[config.mk]
export PLATFORM = sky130hd
export DESIGN_NAME = lut_distributed_ram
export DESIGN_NICKNAME = d
export VERILOG_FILES = /design/src/lut_ram_pkg.sv /design/src/lut_distributed_ram.sv /design/src/lut_table_mem.sv
export SDC_FILE = /design/constraint.sdc
export NUM_CORES = 1
export LEC_CHECK = 0
export ABC_CLOCK_PERIOD_IN_PS = 3100
export BUFFER_PORTS_ARGS = -buffer_cell sky130_fd_sc_hd__buf_4
export CORE_ASPECT_RATIO = 1.75
export CORE_UTILIZATION = 53
export CTS_CLUSTER_DIAMETER = 60
export DETAILED_ROUTE_END_ITERATION = 8
export HOLD_SLACK_MARGIN = 0.03
export PLACE_DENSITY = 0.81
export SYNTH_ARGS = -nofsm -noshare
export SYNTH_HDL_FRONTEND = slang
export SYNTH_SLANG_ARGS = --single-unit
[constraint.sdc]
create_clock -name i_clk -period 3.1 [get_ports i_clk]
set_input_delay 0.465 -clock i_clk [delete_from_list [all_inputs] [get_ports i_clk]]
set_output_delay 0.465 -clock i_clk [all_outputs]
set_load 0.02 [all_outputs]
[src/lut_ram_pkg.sv]
// shared constants and types for the logic-cell lookup table ram
package lut_ram_pkg;
    localparam int unsigned ADDR_W       = 4;
    localparam int unsigned DEPTH        = 16;
    localparam int unsigned LOGIC_IN_W   = 5;
    localparam int unsigned LOGIC_TAB_W  = 32;
    localparam logic        MEM_RST_VAL  = 1'h0;
    localparam logic        WCLK_RST_VAL = 1'h0;

    // organisation of the two lookup tables of one logic_cell
    typedef enum logic [1:0] {
        org_split,
        org_combined,
        org_dual,
        org_ram_logic
    } ram_org_t;

    // write port of one lookup table
    typedef struct packed {
        logic              en;
        logic [ADDR_W-1:0] addr;
        logic              data;
    } table_wr_t;
endpackage : lut_ram_pkg

[src/lut_distributed_ram.sv]
// logic_cell lookup table ram: split, combined, dual-port and ram-plus-logic organisations
//
// The address map and the plain strobed port were chosen for this implementation.
`timescale 1ns/1ps
module lut_distributed_ram
    import lut_ram_pkg::*;
(
    input  wire logic                               i_clk,
    input  wire logic                               i_srst,
    input  wire logic                               i_ce,
    input  wire lut_ram_pkg::ram_org_t              i_org,
    input  wire logic                               i_async,
    input  wire logic                               i_wclk_invert,
    input  wire logic                               i_wclk,
    input  wire logic                               i_we,
    input  wire logic [lut_ram_pkg::ADDR_W-1:0]     i_addr_f,
    input  wire logic [lut_ram_pkg::ADDR_W-1:0]     i_addr_g,
    input  wire logic [lut_ram_pkg::ADDR_W-1:0]     i_second_read_address,
    input  wire logic                               i_primary_data_in,
    input  wire logic                               i_secondary_data_in,
    input  wire logic [lut_ram_pkg::LOGIC_IN_W-1:0] i_logic_inputs,
    input  wire logic [lut_ram_pkg::LOGIC_TAB_W-1:0] i_logic_table,
    output logic                                    o_first_read_output,
    output logic                                    o_second_read_output
);
    import lut_ram_pkg::*;

    // write clock pin synchroniser; stage one feeds stage two only
    logic wclk_s1_q;
    logic wclk_s2_q;
    logic wclk_s3_q;
    logic wclk_s1_d;
    logic wclk_s2_d;
    logic wclk_s3_d;

    always_comb begin
        wclk_s1_d = wclk_s1_q;
        wclk_s2_d = wclk_s2_q;
        wclk_s3_d = wclk_s3_q;
        if (i_ce) begin
            wclk_s1_d = i_wclk;
            wclk_s2_d = wclk_s1_q;
            wclk_s3_d = wclk_s2_q;
        end
    end

    always_ff @(posedge i_clk) begin
        if (i_srst) begin
            wclk_s1_q <= WCLK_RST_VAL;
            wclk_s2_q <= WCLK_RST_VAL;
            wclk_s3_q <= WCLK_RST_VAL;
        end else begin
            wclk_s1_q <= wclk_s1_d;
            wclk_s2_q <= wclk_s2_d;
            wclk_s3_q <= wclk_s3_d;
        end
    end

    logic edge_hit;
    logic async_eff;
    logic wr_strobe;
    logic f_rdata;
    logic g_rdata;
    logic logic_out;
    table_wr_t wr_f;
    table_wr_t wr_g;
    logic [ADDR_W-1:0] raddr_f;
    logic [ADDR_W-1:0] raddr_g;

    // inversion of the write clock is its own option, not tied to the cell flip-flops
    assign edge_hit = i_wclk_invert ? (wclk_s3_q & ~wclk_s2_q) : (wclk_s2_q & ~wclk_s3_q);

    // dual-port has no level-sensitive option, so the async setting is ignored there
    assign async_eff = i_async && (i_org != org_dual);

    // one strobe for the whole cell, so both tables always share a timing mode
    assign wr_strobe = async_eff ? i_we : (i_we && edge_hit);

    // five-input function generator from the i_logic_table input
    assign logic_out = i_logic_table[i_logic_inputs];

    always_comb begin
        wr_f    = '{en: 1'h0, addr: i_addr_f, data: i_primary_data_in};
        wr_g    = '{en: 1'h0, addr: i_addr_g, data: i_secondary_data_in};
        raddr_f = i_addr_f;
        raddr_g = i_addr_g;
        case (i_org)
            org_split: begin
                wr_f.en = wr_strobe;
                wr_g.en = wr_strobe;
            end
            org_combined: begin
                wr_g.addr = i_addr_f;
                wr_g.data = i_primary_data_in;
                raddr_g   = i_addr_f;
                wr_f.en   = wr_strobe && !i_secondary_data_in;
                wr_g.en   = wr_strobe && i_secondary_data_in;
            end
            org_dual: begin
                wr_g.addr = i_addr_f;
                wr_g.data = i_primary_data_in;
                raddr_g   = i_second_read_address;
                wr_f.en   = wr_strobe;
                wr_g.en   = wr_strobe;
            end
            org_ram_logic: begin
                wr_f.en = wr_strobe;
            end
            default: begin
                wr_f.en = 1'h0;
                wr_g.en = 1'h0;
            end
        endcase
    end

    genvar gi;
    generate
        for (gi = 0; gi < 2; gi++) begin : g_table
            logic      rd;
            table_wr_t wr;
            logic [ADDR_W-1:0] ra;
            assign wr = (gi == 0) ? wr_f : wr_g;
            assign ra = (gi == 0) ? raddr_f : raddr_g;
            lut_table_mem u_mem (
                .i_clk   (i_clk),
                .i_srst  (i_srst),
                .i_ce    (i_ce),
                .i_wr    (wr),
                .i_raddr (ra),
                .o_rdata (rd)
            );
        end
    endgenerate

    assign f_rdata = g_table[0].rd;
    assign g_rdata = g_table[1].rd;

    // outputs are straight lookups; a write shows on the read one cycle after its strobe
    always_comb begin
        o_first_read_output  = f_rdata;
        o_second_read_output = g_rdata;
        case (i_org)
            org_combined: begin
                o_first_read_output  = i_secondary_data_in ? g_rdata : f_rdata;
                o_second_read_output = 1'h0;
            end
            org_ram_logic: begin
                o_second_read_output = logic_out;
            end
            default: begin
                o_first_read_output  = f_rdata;
                o_second_read_output = g_rdata;
            end
        endcase
    end

    // checks
    property p_sync_write_on_edge;
        @(posedge i_clk) disable iff (i_srst)
        (!async_eff && (wr_f.en || wr_g.en)) |-> (i_we && edge_hit);
    endproperty
    a_sync_write_on_edge: assert property (p_sync_write_on_edge) else $error("sync write without edge");

    property p_async_level_write;
        @(posedge i_clk) disable iff (i_srst)
        (i_org == org_split && i_async && i_we) |-> (wr_f.en && wr_g.en);
    endproperty
    a_async_level_write: assert property (p_async_level_write) else $error("async write missed");

    property p_shared_timing;
        @(posedge i_clk) disable iff (i_srst)
        (i_org == org_split || i_org == org_dual) |-> (wr_f.en == wr_g.en);
    endproperty
    a_shared_timing: assert property (p_shared_timing) else $error("tables differ in write timing");

    property p_split_readback;
        @(posedge i_clk) disable iff (i_srst)
        (i_ce && i_org == org_split && wr_f.en) ##1 (i_org == org_split && i_addr_f == $past(i_addr_f))
            |-> o_first_read_output == $past(i_primary_data_in);
    endproperty
    a_split_readback: assert property (p_split_readback) else $error("split readback wrong");

    property p_combined_bank;
        @(posedge i_clk) disable iff (i_srst)
        (i_org == org_combined) |-> (!(wr_f.en && wr_g.en) && (!wr_g.en || i_secondary_data_in));
    endproperty
    a_combined_bank: assert property (p_combined_bank) else $error("combined bank select wrong");

    property p_dual_no_async;
        @(posedge i_clk) disable iff (i_srst)
        (i_org == org_dual && i_async && i_we && !edge_hit) |-> !wr_f.en;
    endproperty
    a_dual_no_async: assert property (p_dual_no_async) else $error("dual wrote without edge");

    property p_dual_second_read;
        @(posedge i_clk) disable iff (i_srst)
        (i_ce && i_org == org_dual && wr_f.en) ##1
            (i_org == org_dual && i_second_read_address == $past(i_addr_f))
            |-> o_second_read_output == $past(i_primary_data_in);
    endproperty
    a_dual_second_read: assert property (p_dual_second_read) else $error("second port readback wrong");

    property p_edge_polarity;
        @(posedge i_clk) disable iff (i_srst)
        (!async_eff && wr_f.en) |-> (wclk_s2_q == !i_wclk_invert) && (wclk_s3_q == i_wclk_invert);
    endproperty
    a_edge_polarity: assert property (p_edge_polarity) else $error("write on wrong clock edge");

    property p_logic_beside_ram;
        @(posedge i_clk) disable iff (i_srst)
        (i_org == org_ram_logic) |-> (!wr_g.en && o_second_read_output == i_logic_table[i_logic_inputs]);
    endproperty
    a_logic_beside_ram: assert property (p_logic_beside_ram) else $error("logic function wrong");

    property p_split_g_readback;
        @(posedge i_clk) disable iff (i_srst)
        (i_ce && i_org == org_split && wr_g.en) ##1 (i_org == org_split && i_addr_g == $past(i_addr_g))
            |-> o_second_read_output == $past(i_secondary_data_in);
    endproperty
    a_split_g_readback: assert property (p_split_g_readback) else $error("table g readback wrong");

    property p_combined_readback;
        @(posedge i_clk) disable iff (i_srst)
        (i_ce && i_org == org_combined && (wr_f.en || wr_g.en)) ##1
            (i_org == org_combined && i_addr_f == $past(i_addr_f)
             && i_secondary_data_in == $past(i_secondary_data_in))
            |-> o_first_read_output == $past(i_primary_data_in);
    endproperty
    a_combined_readback: assert property (p_combined_readback) else $error("combined readback wrong");

    property p_combined_second_low;
        @(posedge i_clk) disable iff (i_srst)
        (i_org == org_combined) |-> (o_second_read_output == 1'h0);
    endproperty
    a_combined_second_low: assert property (p_combined_second_low) else $error("second output set");

    property p_dual_first_read;
        @(posedge i_clk) disable iff (i_srst)
        (i_ce && i_org == org_dual && wr_f.en) ##1 (i_org == org_dual && i_addr_f == $past(i_addr_f))
            |-> o_first_read_output == $past(i_primary_data_in);
    endproperty
    a_dual_first_read: assert property (p_dual_first_read) else $error("first port readback wrong");

    // a write elsewhere must leave the word under the second port alone
    property p_dual_read_undisturbed;
        @(posedge i_clk) disable iff (i_srst)
        (i_ce && i_org == org_dual && wr_f.en) ##1
            (i_org == org_dual && i_second_read_address != $past(i_addr_f) && $stable(i_second_read_address))
            |-> $stable(o_second_read_output);
    endproperty
    a_dual_read_undisturbed: assert property (p_dual_read_undisturbed) else $error("second port disturbed");

    property p_async_we_low;
        @(posedge i_clk) disable iff (i_srst)
        (async_eff && !i_we) |-> !(wr_f.en || wr_g.en);
    endproperty
    a_async_we_low: assert property (p_async_we_low) else $error("async write without we");

    // limitation: a wclk pulse that comes and goes while frozen is lost
    property p_ce_freeze;
        @(posedge i_clk) disable iff (i_srst)
        !i_ce |=> (wclk_s2_q == $past(wclk_s2_q)) && (wclk_s3_q == $past(wclk_s3_q));
    endproperty
    a_ce_freeze: assert property (p_ce_freeze) else $error("edge history moved while frozen");

    property p_one_write_per_edge;
        @(posedge i_clk) disable iff (i_srst)
        (i_ce && !async_eff && wr_strobe) |=> (!edge_hit || $changed(i_wclk_invert));
    endproperty
    a_one_write_per_edge: assert property (p_one_write_per_edge) else $error("edge seen twice");

    property p_single_port_addr;
        @(posedge i_clk) disable iff (i_srst)
        (i_org != org_dual) |-> (raddr_f == wr_f.addr) && (raddr_g == wr_g.addr);
    endproperty
    a_single_port_addr: assert property (p_single_port_addr) else $error("read and write address differ");

    property p_logic_f_readback;
        @(posedge i_clk) disable iff (i_srst)
        (i_ce && i_org == org_ram_logic && wr_f.en) ##1 (i_org == org_ram_logic && i_addr_f == $past(i_addr_f))
            |-> o_first_read_output == $past(i_primary_data_in);
    endproperty
    a_logic_f_readback: assert property (p_logic_f_readback) else $error("ram beside logic readback wrong");

    c_dual_same_addr: cover property (@(posedge i_clk) disable iff (i_srst)
        i_org == org_dual && wr_f.en && i_second_read_address == i_addr_f);
    c_combined_upper: cover property (@(posedge i_clk) disable iff (i_srst)
        i_org == org_combined && wr_g.en);
    c_async_split: cover property (@(posedge i_clk) disable iff (i_srst)
        i_org == org_split && i_async && wr_f.en);
    c_inverted_edge: cover property (@(posedge i_clk) disable iff (i_srst)
        i_wclk_invert && !async_eff && wr_f.en);
    c_dual_diff_addr: cover property (@(posedge i_clk) disable iff (i_srst)
        i_org == org_dual && wr_f.en && i_second_read_address != i_addr_f);
endmodule : lut_distributed_ram

[src/lut_table_mem.sv]
// one 16x1 lookup table memory with combinational read
`timescale 1ns/1ps
module lut_table_mem
    import lut_ram_pkg::*;
(
    input  wire logic                          i_clk,
    input  wire logic                          i_srst,
    input  wire logic                          i_ce,
    input  wire lut_ram_pkg::table_wr_t        i_wr,
    input  wire logic [lut_ram_pkg::ADDR_W-1:0] i_raddr,
    output logic                               o_rdata
);
    logic [DEPTH-1:0] mem_q;
    logic [DEPTH-1:0] mem_d;

    always_comb begin
        mem_d = mem_q;
        if (i_ce && i_wr.en) begin
            mem_d[i_wr.addr] = i_wr.data;
        end
    end

    always_ff @(posedge i_clk) begin
        if (i_srst) begin
            mem_q <= {DEPTH{MEM_RST_VAL}};
        end else begin
            mem_q <= mem_d;
        end
    end

    // read is pure lookup, no register in the path, so old data shows until the write edge
    assign o_rdata = mem_q[i_raddr];
endmodule : lut_table_mem

-- Word level (Yosys, flattened, before mapping)
Index checks and enable logic that the tools add are counted.
- magnitude comparators: 6
- equality and inequality tests: 4
- mux-type cells: 21
- bitwise logic cells: 4
- reductions and logical operators: 13
- operators by type and width (operator ; count):
    16-bit bitwise mux ; 2
    4-bit by 5-bit < comparator with 1-bit output (second input constant) ; 3
    1-bit two-way mux ; 9
    1-bit binary-select mux with 4-bit select ; 2
    1-bit demux with 4-bit select ; 2
    4-bit by 1-bit >= comparator with 1-bit output (second input constant) ; 2
    1-bit logical AND ; 8
    4-bit case mux with 2 select lines ; 1
    5-bit by 6-bit < comparator with 1-bit output (second input constant) ; 1
    1-bit case mux with 2 select lines ; 3
    1-bit binary-select mux with 5-bit select ; 1
    5-bit two-way mux ; 1
    2-bit equality test (second input constant) ; 2
    2-bit OR reduction ; 2
    3-bit OR reduction ; 1
    1-bit bitwise AND ; 2
    2-bit by 1-bit equality test with 1-bit output (second input constant) ; 1
    2-bit zero test ; 1
    2-bit != test (second input constant) ; 1
    1-bit NOT ; 2
    1-bit zero test ; 1
- register bits: 35
- bits of input ports: 60
- output and inout port bits: 2
- word-level logic and storage cells: 53

-- Depth between registers and ports, before layout
Gate-level depths: netlist of the first run.
- word-level depth: 8
- depth in mapped cells: 9
- mapped depth without buffers: 8

-- Hierarchy
Synthesis of the first run repeated with hierarchy kept, for this count alone.
- cells, all modules: 257
- area total of the unflattened synthesis: 2331.0 um^2
- modules (own cells, without submodules) (module ; times used ; cells an instance ; area an instance (um^2) ; sequential area each (um^2)):
    lut_table_mem ; 2 ; 92 ; 842.1 ; 320.3
    lut_distributed_ram ; 1 ; 73 ; 646.9 ; 60.1

-- Worst setup path after synthesis of the first run
No wires, ideal clock.
- path type: input -> output
- start point: in i_org[0]
- end point: out o_second_read_output
- arrival time: 2.359 ns
- data required time: 2.635 ns
- path slack: 0.276 ns
- cell stages on the path: 7
- path buffers: 1
- path through: inv_1 > ha_1 > clkbuf_1 > o21ai_0 > mux4_2 > mux2i_1 > a22o_1
- word-level cells in the longest chain between the ends: 5
- elaborated cells between the ends (all ways): 7
- classes of those cells: eq/ne (3); mux (4)
- ends and longest elaborated chain (item ; line ; source):
    start, declared ; lut_distributed_ram.sv:11 ; input wire lut_ram_pkg::ram_org_t i_org,
    2-bit equality test or 2-bit by 1-bit equality test with 1-bit output (tied branches) ; lut_distributed_ram.sv:87, lut_distributed_ram.sv:142 ;
    4-bit case mux with 2 select lines ; lut_distributed_ram.sv:87 ; case (i_org)
    1-bit binary-select mux with 4-bit select ; lut_table_mem.sv:32 ; assign o_rdata = mem_q[i_raddr];
    1-bit two-way mux (not written as such) ; lut_table_mem.sv:32 ;
    1-bit case mux with 2 select lines (*) ; lut_distributed_ram.sv:142 ; case (i_org)
    end, declared ; lut_distributed_ram.sv:24 ; output logic o_second_read_output
Every way passes the cells marked *; elsewhere a longest branch is shown, timed or not. The select of a mux whose other input is x is not followed.

-- Worst setup path in the final report of the first run
- start point: in i_org[0]
- end point: out o_first_read_output
- word-level cells in the longest chain between the ends: 6
- elaborated cells between the ends (all ways): 7
- classes of those cells: eq/ne (2); mux (5)
- ends and longest elaborated chain (item ; line ; source):
    2-bit equality test or 2-bit by 1-bit equality test with 1-bit output (tied branches) ; lut_distributed_ram.sv:87, lut_distributed_ram.sv:142 ;
    4-bit case mux with 2 select lines ; lut_distributed_ram.sv:87 ;
    1-bit binary-select mux with 4-bit select ; lut_table_mem.sv:32 ;
    1-bit two-way mux (not written as such) ; lut_table_mem.sv:32 ;
    1-bit two-way mux ; lut_distributed_ram.sv:144 ; o_first_read_output = i_secondary_data_in ? g_rdata : f_rdata;
    1-bit two-way mux (*) ; lut_distributed_ram.sv:142 ;
    end, declared ; lut_distributed_ram.sv:23 ; output logic o_first_read_output,
Marked as above.

==> flow_summary.json, run 1 <==
{
  "status": "complete, no violations",
  "slew_viol_final": 0,
  "crit_arrival_ps": 2550,
  "swShare_pct": 25.6,
  "row_count": 31,
  "crit_top_cell": "buf_4",
  "design_area_sq_um": 2930,
  "grt_pass1_vias": 1947,
  "nFillCells": 330,
  "power.internal_mw": 0.818,
  "fin_ws_ps": 84.1,
  "critPathKind": "in2out",
  "dieArea_sq_um": 4630,
  "final_util_pct": 70.5,
  "place_hpwl_um": 4440,
  "io_pins": 62,
  "grtUsageTotal_pct": 26.8,
  "p_comb_share_pct": 20.9,
  "place_ws_ps": -18.4,
  "wl_per_cell_um": 16.5,
  "ys.warnings.count": 0,
  "startpoint_type": "primary input",
  "portBuffers": 61,
  "cts-root-buf": "clkbuf_8",
  "p_total_mw": 1.10,
  "grt_max_degree": 37,
  "crit_chain": "buf_4 -> inv_1 -> ha_1 -> a22oi_2 -> a21oi_4 -> buf_12 -> mux2i_1 -> mux4_2 -> mux2i_2 -> mux2_2 -> buf_4",
  "vdd_ir_drop_max_uv": 379,
  "syn_area_sq_um": 2310,
  "hold_end": "wclk_s1_q",
  "max_stage_delay_ps": 480,
  "placed_area_sq_um": 2780,
  "syn_inst": 242,
  "antenna_cells": 0,
  "wl_um": 5760,
  "viasPerCell": 5.80,
  "pwr-share-clk_pct": 37.8,
  "cts.reportedPaths.clkPinSlew_ps": 70,
  "tightest_slew_ps": 661,
  "async_flop_share_pct": 0,
  "required_ps": 2630,
  "num-nets-final": 362,
  "worst_setup_path_end_kind": "output port",
  "powerDensity_nw_per_um2": 375,
  "hp-start": "i_wclk",
  "cts-buffers-inserted": 5,
  "cts_buffer_depth": 2,
  "start_util_pct": 55.6,
  "r2r_end": "g_table[0].u_mem.mem_q[11]",
  "hold_viol_final": 0,
  "drt_iter0_markers": 54,
  "antenna_found_initial": 0,
  "synth_ff_type": "dfxtp_1",
  "ys_seq_area_share_pct": 30.4,
  "fin_hold_ws_ps": 421,
  "drv_cap": 0,
  "overflow": 0,
  "fin_tns_setup_ps": 0,
  "h-tree-depth": 2,
  "ys_types": 34,
  "drcViolationCount": 0,
  "area_growth_pct": 27.0,
  "dr.pass1.iters": 4,
  "hold_depth": 3,
  "max_freq_ghz": 0.332,
  "max_slew_margin_pct": 55.4,
  "antenna_left": 0,
  "drive_gt1_share_pct": 33.1,
  "power_leakage_nw": 1.32,
  "rsz0062_at_grt": "false",
  "core_area_sq_um": 4150,
  "vias": 2017,
  "p_seq_share_pct": 41.2,
  "finClkSkew_ps": 7.34,
  "syn_area_per_cell_sq_um": 9.53,
  "cts_tree": "done",
  "clkSinkCount": 35,
  "die_h_um": 89.3,
  "reg2reg_depth": 6,
  "insertion_delay_ps": 300,
  "switchingPower_mw": 0.282,
  "fp.dieW_um": 51.9,
  "syn_nets": 306,
  "ff2ff_setup_slack_ps": 1150,
  "setup_violations": 0,
  "synth_enable_flop_cells": 0,
  "crit_slowest_cell": "mux4_2",
  "grt_pass1_wl_um": 8990,
  "ys_ff_latch": 35,
  "stdcell_count": 348,
  "reg2reg_from": "wclk_s2_q",
  "finalCritPeriodShare_pct": 97.3,
  "hold_path.class": "in2reg",
  "place_inst": 339,
  "crit_fanout": 8,
  "gp_congestion": 0.882,
  "min_period_ps": 3020
}
## state kept, by name, summed over array words and instances (netlist names)
name	flops
g_table.u_mem.mem_q	32
wclk_s1_q	1
wclk_s2_q	1
wclk_s3_q	1
## layout by cell type, fill, tap and decap left out, types with 2 or more instances in the layout
cell type / netlist / final
a21oi_1: 3 / 3
a22o_1: 5 / 5
a22oi_1: 2 / 2
a31oi_1: 2 / 2
buf_4: 2 / 64
clkbuf_8: 0 / 5
dfxtp_1: 35 / 35
ha_1: 4 / 2
ha_2: 0 / 2
inv_1: 6 / 6
mux2_2: 2 / 2
mux2i_1: 41 / 40
mux4_2: 17 / 17
nand2_1: 25 / 25
nand2b_1: 16 / 16
nand3_1: 5 / 5
nand3b_1: 3 / 3
nor2_1: 29 / 28
nor2b_1: 6 / 6
nor3_1: 5 / 5
nor3b_1: 2 / 2
o21ai_0: 6 / 6
or3_1: 2 / 2
## synth_stat cells, drive strengths merged, types with 5 or more instances
| library cell | number | area share (%) |
|---|---|---|
| mux2i | 41 | 18 |
| dfxtp | 35 | 30 |
| nor2 | 29 | 4.7 |
| nand2 | 25 | 4.1 |
| mux4 | 17 | 17 |
| nand2b | 16 | 4.3 |
| clkbuf | 12 | 2.0 |
| inv | 6 | 0.98 |
| nor2b | 6 | 1.6 |
| o21ai | 6 | 1.3 |
| a22o | 5 | 1.9 |
| nand3 | 5 | 1.1 |
| nor3 | 5 | 1.1 |
## worst max-delay path: cells and delay by family
| kind | cells | cell delay, ps |
|---|---|---|
| adders and majority gates | 1 | 270 |
| muxes | 4 | 1040 |
| AOI/OAI and AO/OA | 2 | 350 |
| buffers and inverters | 4 | 440 |
## power groups by stage
stage	Sequential [mW]	Combinational, mW	Clock (mW)
2_1_floorplan	0.463	0.130	0
3_3_place_gp	0.464	0.214	0
3_5_place_dp	0.464	0.216	0
4_1_cts	0.453	0.225	0.419
5_1_grt	0.453	0.246	0.436
6_report	0.453	0.230	0.416
## worst max path at each step
stage	start	endpoint	slack, ps	cells past startpoint
floorplan	i_org[0]	o_second_read_output	280	7
global placement	i_org[0]	o_first_read_output	-8	10
detailed placement	i_org[0]	o_first_read_output	-20	10
CTS	i_org[0]	o_first_read_output	3	11
global route	i_org[0]	o_first_read_output	10	11
finish	i_org[0]	o_first_read_output	80	11
## what timing repair did
item,in CTS,in global routing
endpoints found under the setup margin,2,2
pin swaps,0,0
resized for setup,1,4
setup buffers,1,0
hold buffers,0,0
## final cells by class
type                    instances  area (sq um)  area share, %
inverters                       6          22.5          0.769
well taps                      49          61.3           2.09
flip-flops and latches         35           701           23.9
repair buffers                 65           500           17.1
clock inverters                 3          43.8           1.50
multi-input cells             185          1530           52.3
clock buffers                   5          68.8           2.35
## cells by family (layout without fill, tap and decap cells)
| kind of cell | count (synthesis) | in the layout | share of synthesized area, % |
|---|---|---|---|
| buffers and inverters | 22 | 79 | 3.96 |
| and+or+nand+nor | 97 | 97 | 20.3 |
| DFF | 35 | 35 | 30.4 |
| adders and majority gates | 4 | 4 | 2.17 |
| muxes | 60 | 60 | 35.4 |
| AOI/OAI and AO/OA | 24 | 24 | 7.81 |
## layer usage
metal / global-route usage (%) / vias up / share of wire [%]
met4: 13.0 / 0 / 3.4
met3: 5.10 / 17 / 2.9
met2: 48.6 / 49 / 55
met5: 0 / - / 0
li1: - / 977 / -
met1: 29.0 / 974 / 39
No activity file was read; power rests on OpenSTA's default activity.
==> run 2: changes to the inputs <==
Settings changed: ABC_CLOCK_PERIOD_IN_PS 3100 to default, CORE_UTILIZATION 53 to 42, PLACE_DENSITY 0.81 to 0.67, RECOVER_POWER from default to 25.
==> run 2 against run 1 <==
  * The flow now finishes with violations (design-rule violations)
  * Die area increased by 25%
  * Global-route usage decreased by 4.0 points
  * Sequential share of layout area down 0.17 points
  * Count of clock-buffer cells in the layout rose by 1
  * Routed wire length rose by 3.9%
  * Critical path type unchanged
  * Non-clock buffer count unchanged
  * Clock power grew 18%
  * Flip-flop and latch count is the same
==> flow_summary.json, run 2 (synthesis gave the netlist of run 1 again) <==
{
  "vias": 2015,
  "finClkSkew_ps": 12.0,
  "wl_um": 5980,
  "crit_arrival_ps": 2520,
  "place_hpwl_um": 4770,
  "startpoint_type": "primary input",
  "grt_max_degree": 37,
  "wl_per_cell_um": 16.9,
  "worst_setup_path_end_kind": "output port",
  "critPathKind": "in2out",
  "crit_fanout": 17,
  "io_pins": 62,
  "dieArea_sq_um": 5800,
  "pwr-share-clk_pct": 41.8,
  "cp-endpoint": "o_first_read_output",
  "p_comb_share_pct": 19.5,
  "hold_depth": 3,
  "status": "finished with violations",
  "antenna_cells": 0,
  "setup_violations": 0,
  "h-tree-depth": 2,
  "portBuffers": 61,
  "critPathLaunch": "i_org[1]",
  "cts_tree": "done",
  "p_total_mw": 1.17,
  "rsz0062_at_grt": "false",
  "num-nets-final": 362,
  "power.internal_mw": 0.898,
  "max_freq_ghz": 0.335,
  "max_slew_margin_pct": 4.68,
  "vdd_ir_drop_max_uv": 303,
  "switchingPower_mw": 0.275,
  "cts_buffer_depth": 2,
  "clkSinkCount": 35,
  "grt_pass1_vias": 2089,
  "overflow": 0,
  "viasPerCell": 5.69,
  "cts-root-buf": "clkbuf_8",
  "required_ps": 2630,
  "min_period_ps": 2980,
  "area_growth_pct": 27.9,
  "slew_viol_final": 0,
  "powerDensity_nw_per_um2": 398,
  "hold_viol_final": 0,
  "ff2ff_setup_slack_ps": 1080,
  "reg2reg_from": "wclk_s2_q",
  "grt_pass1_wl_um": 9940,
  "r2r_end": "g_table[0].u_mem.mem_q[14]",
  "final_common_cell": "buf_4",
  "insertion_delay_ps": 290,
  "swShare_pct": 23.4,
  "hold_path.class": "in2reg",
  "place_ws_ps": -23.1,
  "top_register": "g_table.u_mem.mem_q",
  "cts-buffers-inserted": 5,
  "antenna_found_initial": 0,
  "violations": "design-rule violations",
  "core_area_sq_um": 5260,
  "drcViolationCount": 1,
  "tightest_slew_ps": 1430,
  "cts.reportedPaths.clkPinSlew_ps": 60,
  "fin_ws_ps": 117,
  "drive_gt1_share_pct": 31.8,
  "power_leakage_nw": 1.32,
  "gp_congestion": 0.844,
  "grtUsageTotal_pct": 22.9,
  "dr.pass1.iters": 6,
  "largest_reg_flops": 32,
  "row_count": 35,
  "start_util_pct": 43.9,
  "drt_iter0_markers": 62,
  "antenna_left": 0,
  "cts_hold_repair.buffers": 0,
  "reg2reg_depth": 6,
  "drv_cap": 0,
  "die_h_um": 100,
  "fp.dieW_um": 58.0,
  "p_seq_share_pct": 38.6,
  "finalCritPeriodShare_pct": 96.2,
  "final_cell_mix": "buf_4, mux2i_1, dfxtp_1, nor2_1, nand2_1"
}
[run 2: worst min-delay path by stage]
stage	from	end	slack, ps
final	i_wclk	wclk_s1_q	420
after global routing	i_wclk	wclk_s1_q	470
after CTS	i_wclk	wclk_s1_q	420
after detailed placement	g_table[1].u_mem.mem_q[10]	g_table[1].u_mem.mem_q[10]	470
after global placement	g_table[1].u_mem.mem_q[14]	g_table[1].u_mem.mem_q[14]	470
after floorplan	g_table[1].u_mem.mem_q[0]	g_table[1].u_mem.mem_q[0]	450
[run 2: metrics by stage]
step	TNS, ps	hold WS (ps)	instances	area (sq um)	util, %
after CTS	0	418	354	2940	56.0
after global routing	0	465	354	2950	56.1
after detailed placement	-23.1	473	345	2790	53.0
after floorplan	0	452	242	2310	-
final	0	423	354	2950	56.1
after global placement	0	467	345	2790	53.0
[run 2: layout make-up]
type	count	area (sq um)
well taps	55	68.8
inverters	6	22.5
flip-flops and latches	35	701
fillers	492	2310
repair buffers	65	497
multi-input cells	185	1530
clock buffers	6	72.6
clock inverters	2	60.1
[run 2: repair_timing]
action,4_1_cts,5_1_grt
setup endpoints to repair,1,2
resized for setup,1,3
buffers inserted,1,0
cloned,0,0
[run 2: layer usage]
layer	GRT usage [%]	share of wire, %	vias up
met5	0	0	-
met4	9.71	3.2	0
met3	3.61	2.7	12
met2	42.8	56	48
met1	24.5	38	980
li1	-	-	975
[run 2: critical path, stage by stage]
cell     delay (ps)
buf_4            90
inv_1            50
ha_2            400
buf_4           240
nor2b_1         100
a21oi_1         240
mux4_2          370
mux2i_2         220
mux2_2          200
buf_4           130
[run 2: power groups by stage]
| stage | Clock, mW | Combinational, mW | Sequential [mW] |
|---|---|---|---|
| after CTS | 0.500 | 0.228 | 0.453 |
| after global placement | 0 | 0.216 | 0.464 |
| after global routing | 0.517 | 0.249 | 0.454 |
| after detailed placement | 0 | 0.220 | 0.464 |
| final | 0.491 | 0.229 | 0.453 |
| after floorplan | 0 | 0.130 | 0.463 |
==> run 3: changes to the inputs <==
Settings changed: ABC_CLOCK_PERIOD_IN_PS from default to 3100, CTS_BUF_LIST from default to sky130_fd_sc_hd__clkbuf_8.
==> run 3 against run 2 <==
  * The run still ends with design-rule violations left
  * Count of clock-buffer cells in the layout shrank 1
  * Die area is the same
  * First-iteration DRC count is the same
  * Register-to-register slack is essentially flat
  * Routed wire length is essentially flat
  * Critical path depth is the same
  * Total power shrank 0.27%
  * Sequential share of layout area is the same
  * Clock power is essentially flat
  * Fmax grew 0.18%
  * Cell count is the same
  * Setup slack gained 5.5 ps
  * Critical endpoint unchanged
==> flow_summary.json, run 3 (synthesis gave the netlist of run 1 again) <==
{
  "status": "finished with violations",
  "violations": "design-rule violations",
  "drive_gt1_share_pct": 31.8,
  "insertion_delay_ps": 290,
  "pwr-share-clk_pct": 41.7,
  "num-nets-final": 362,
  "finalCritPeriodShare_pct": 96.0,
  "final_cell_mix": "buf_4, mux2i_1, dfxtp_1, nor2_1, nand2_1",
  "wl_um": 5980,
  "p_total_mw": 1.17,
  "h-tree-depth": 2,
  "drcViolationCount": 1,
  "place_ws_ps": -23.1,
  "finClkSkew_ps": 12.0,
  "stdcell_count": 354,
  "drv_cap": 0,
  "max_slew_margin_pct": 5.29,
  "p_seq_share_pct": 38.7,
  "fin_hold_ws_ps": 423,
  "place_inst": 345,
  "min_period_ps": 2980,
  "antenna_cells": 0,
  "tightest_slew_ps": 1420,
  "area_growth_pct": 27.9,
  "max_freq_ghz": 0.336,
  "required_ps": 2630,
  "swShare_pct": 23.5,
  "row_count": 35,
  "cts_buffer_depth": 2,
  "powerDensity_nw_per_um2": 397,
  "startpoint_type": "primary input",
  "grt_pass1_wl_um": 9940,
  "design_area_sq_um": 2950,
  "m1WireLength_um": 2270,
  "hold_path.class": "in2reg",
  "fp.dieW_um": 58.0,
  "crit_fanout": 17,
  "place_hpwl_um": 4770,
  "vdd_ir_drop_max_uv": 303,
  "start_util_pct": 43.9,
  "overflow": 0,
  "antenna_found_initial": 0,
  "cts_hold_repair.buffers": 0,
  "cts_tree": "done",
  "critPathKind": "in2out",
  "largest_reg_flops": 32,
  "portBuffers": 61,
  "grtUsageTotal_pct": 22.9,
  "rsz0062_at_grt": "false",
  "hold_viol_final": 0,
  "wl_per_cell_um": 16.9,
  "fin_ws_ps": 123,
  "viasPerCell": 5.69,
  "drt_iter0_markers": 62,
  "top_register": "g_table.u_mem.mem_q",
  "cts-root-buf": "clkbuf_8",
  "setup_violations": 0,
  "slew_viol_final": 0,
  "die_h_um": 100,
  "switchingPower_mw": 0.275,
  "core_area_sq_um": 5260,
  "io_pins": 62,
  "power.internal_mw": 0.895,
  "dieArea_sq_um": 5800,
  "p_comb_share_pct": 19.6,
  "grt_pass1_vias": 2089,
  "antenna_left": 0,
  "worst_setup_path_end_kind": "output port",
  "final_util_pct": 56.1,
  "crit_arrival_ps": 2510,
  "dr.pass1.iters": 6,
  "cts-buffers-inserted": 5,
  "wl_met3_um": 164,
  "cts.reportedPaths.clkPinSlew_ps": 60,
  "grt_max_degree": 37,
  "highest-signal-layer": "met4",
  "clkSinkCount": 35,
  "vias": 2014,
  "gp_congestion": 0.844,
  "wl_met2_um": 3350,
  "power_leakage_nw": 1.32,
  "fin_tns_setup_ps": 0,
  "final_common_cell": "buf_4",
  "placed_area_sq_um": 2790
}
-- run 3: cell count changes in the layout (fill, tap and decap cells not counted), sizes merged --
| cell | previous run | this run |
|---|---|---|
| clkbuf | 7 | 6 |
| inv | 6 | 7 |
-- run 3: critical path: stages --
cell,delay [ps]
buf_4,90
inv_1,50
ha_2,400
buf_4,230
nor2b_1,100
a21oi_1,240
mux4_2,370
mux2i_2,220
mux2_2,200
buf_4,130
-- run 3: cell type report --
cell class	instances	area [sq um]
clock buffers	5	68.8
clock inverters	3	63.8
fillers	492	2310
inverters	6	22.5
multi-input cells	185	1530
flip-flops and latches	35	701
well taps	55	68.8
repair buffers	65	497
-- run 3: worst paths after layout --
kind,startpoint,end,slack [ps],cells past startpoint
setup reg to reg,wclk_s2_q,g_table[0].u_mem.mem_q[14],1080,6
hold / removal,i_wclk,wclk_s1_q,420,3
setup / recovery,i_org[1],o_first_read_output,120,10
hold reg to reg,g_table[1].u_mem.mem_q[14],g_table[1].u_mem.mem_q[14],480,2
-- run 3: repair_timing --
action | CTS | global route
buffers inserted | 1 | 0
resized for setup | 1 | 3
setup endpoints to repair | 1 | 2
-- run 3: power by group through the flow --
stage	logic, mW	registers, mW	clock network, mW
finish	0.229	0.453	0.488
global route	0.249	0.454	0.514
floorplan	0.130	0.463	0
global placement	0.216	0.464	0
CTS	0.228	0.453	0.497
detailed placement	0.220	0.464	0
-- run 3: per-layer routing --
layer	up-vias	track usage, %
met3	12	3.61
met4	0	9.71
met1	977	24.5
li1	975	-
met2	50	42.8
met5	-	0
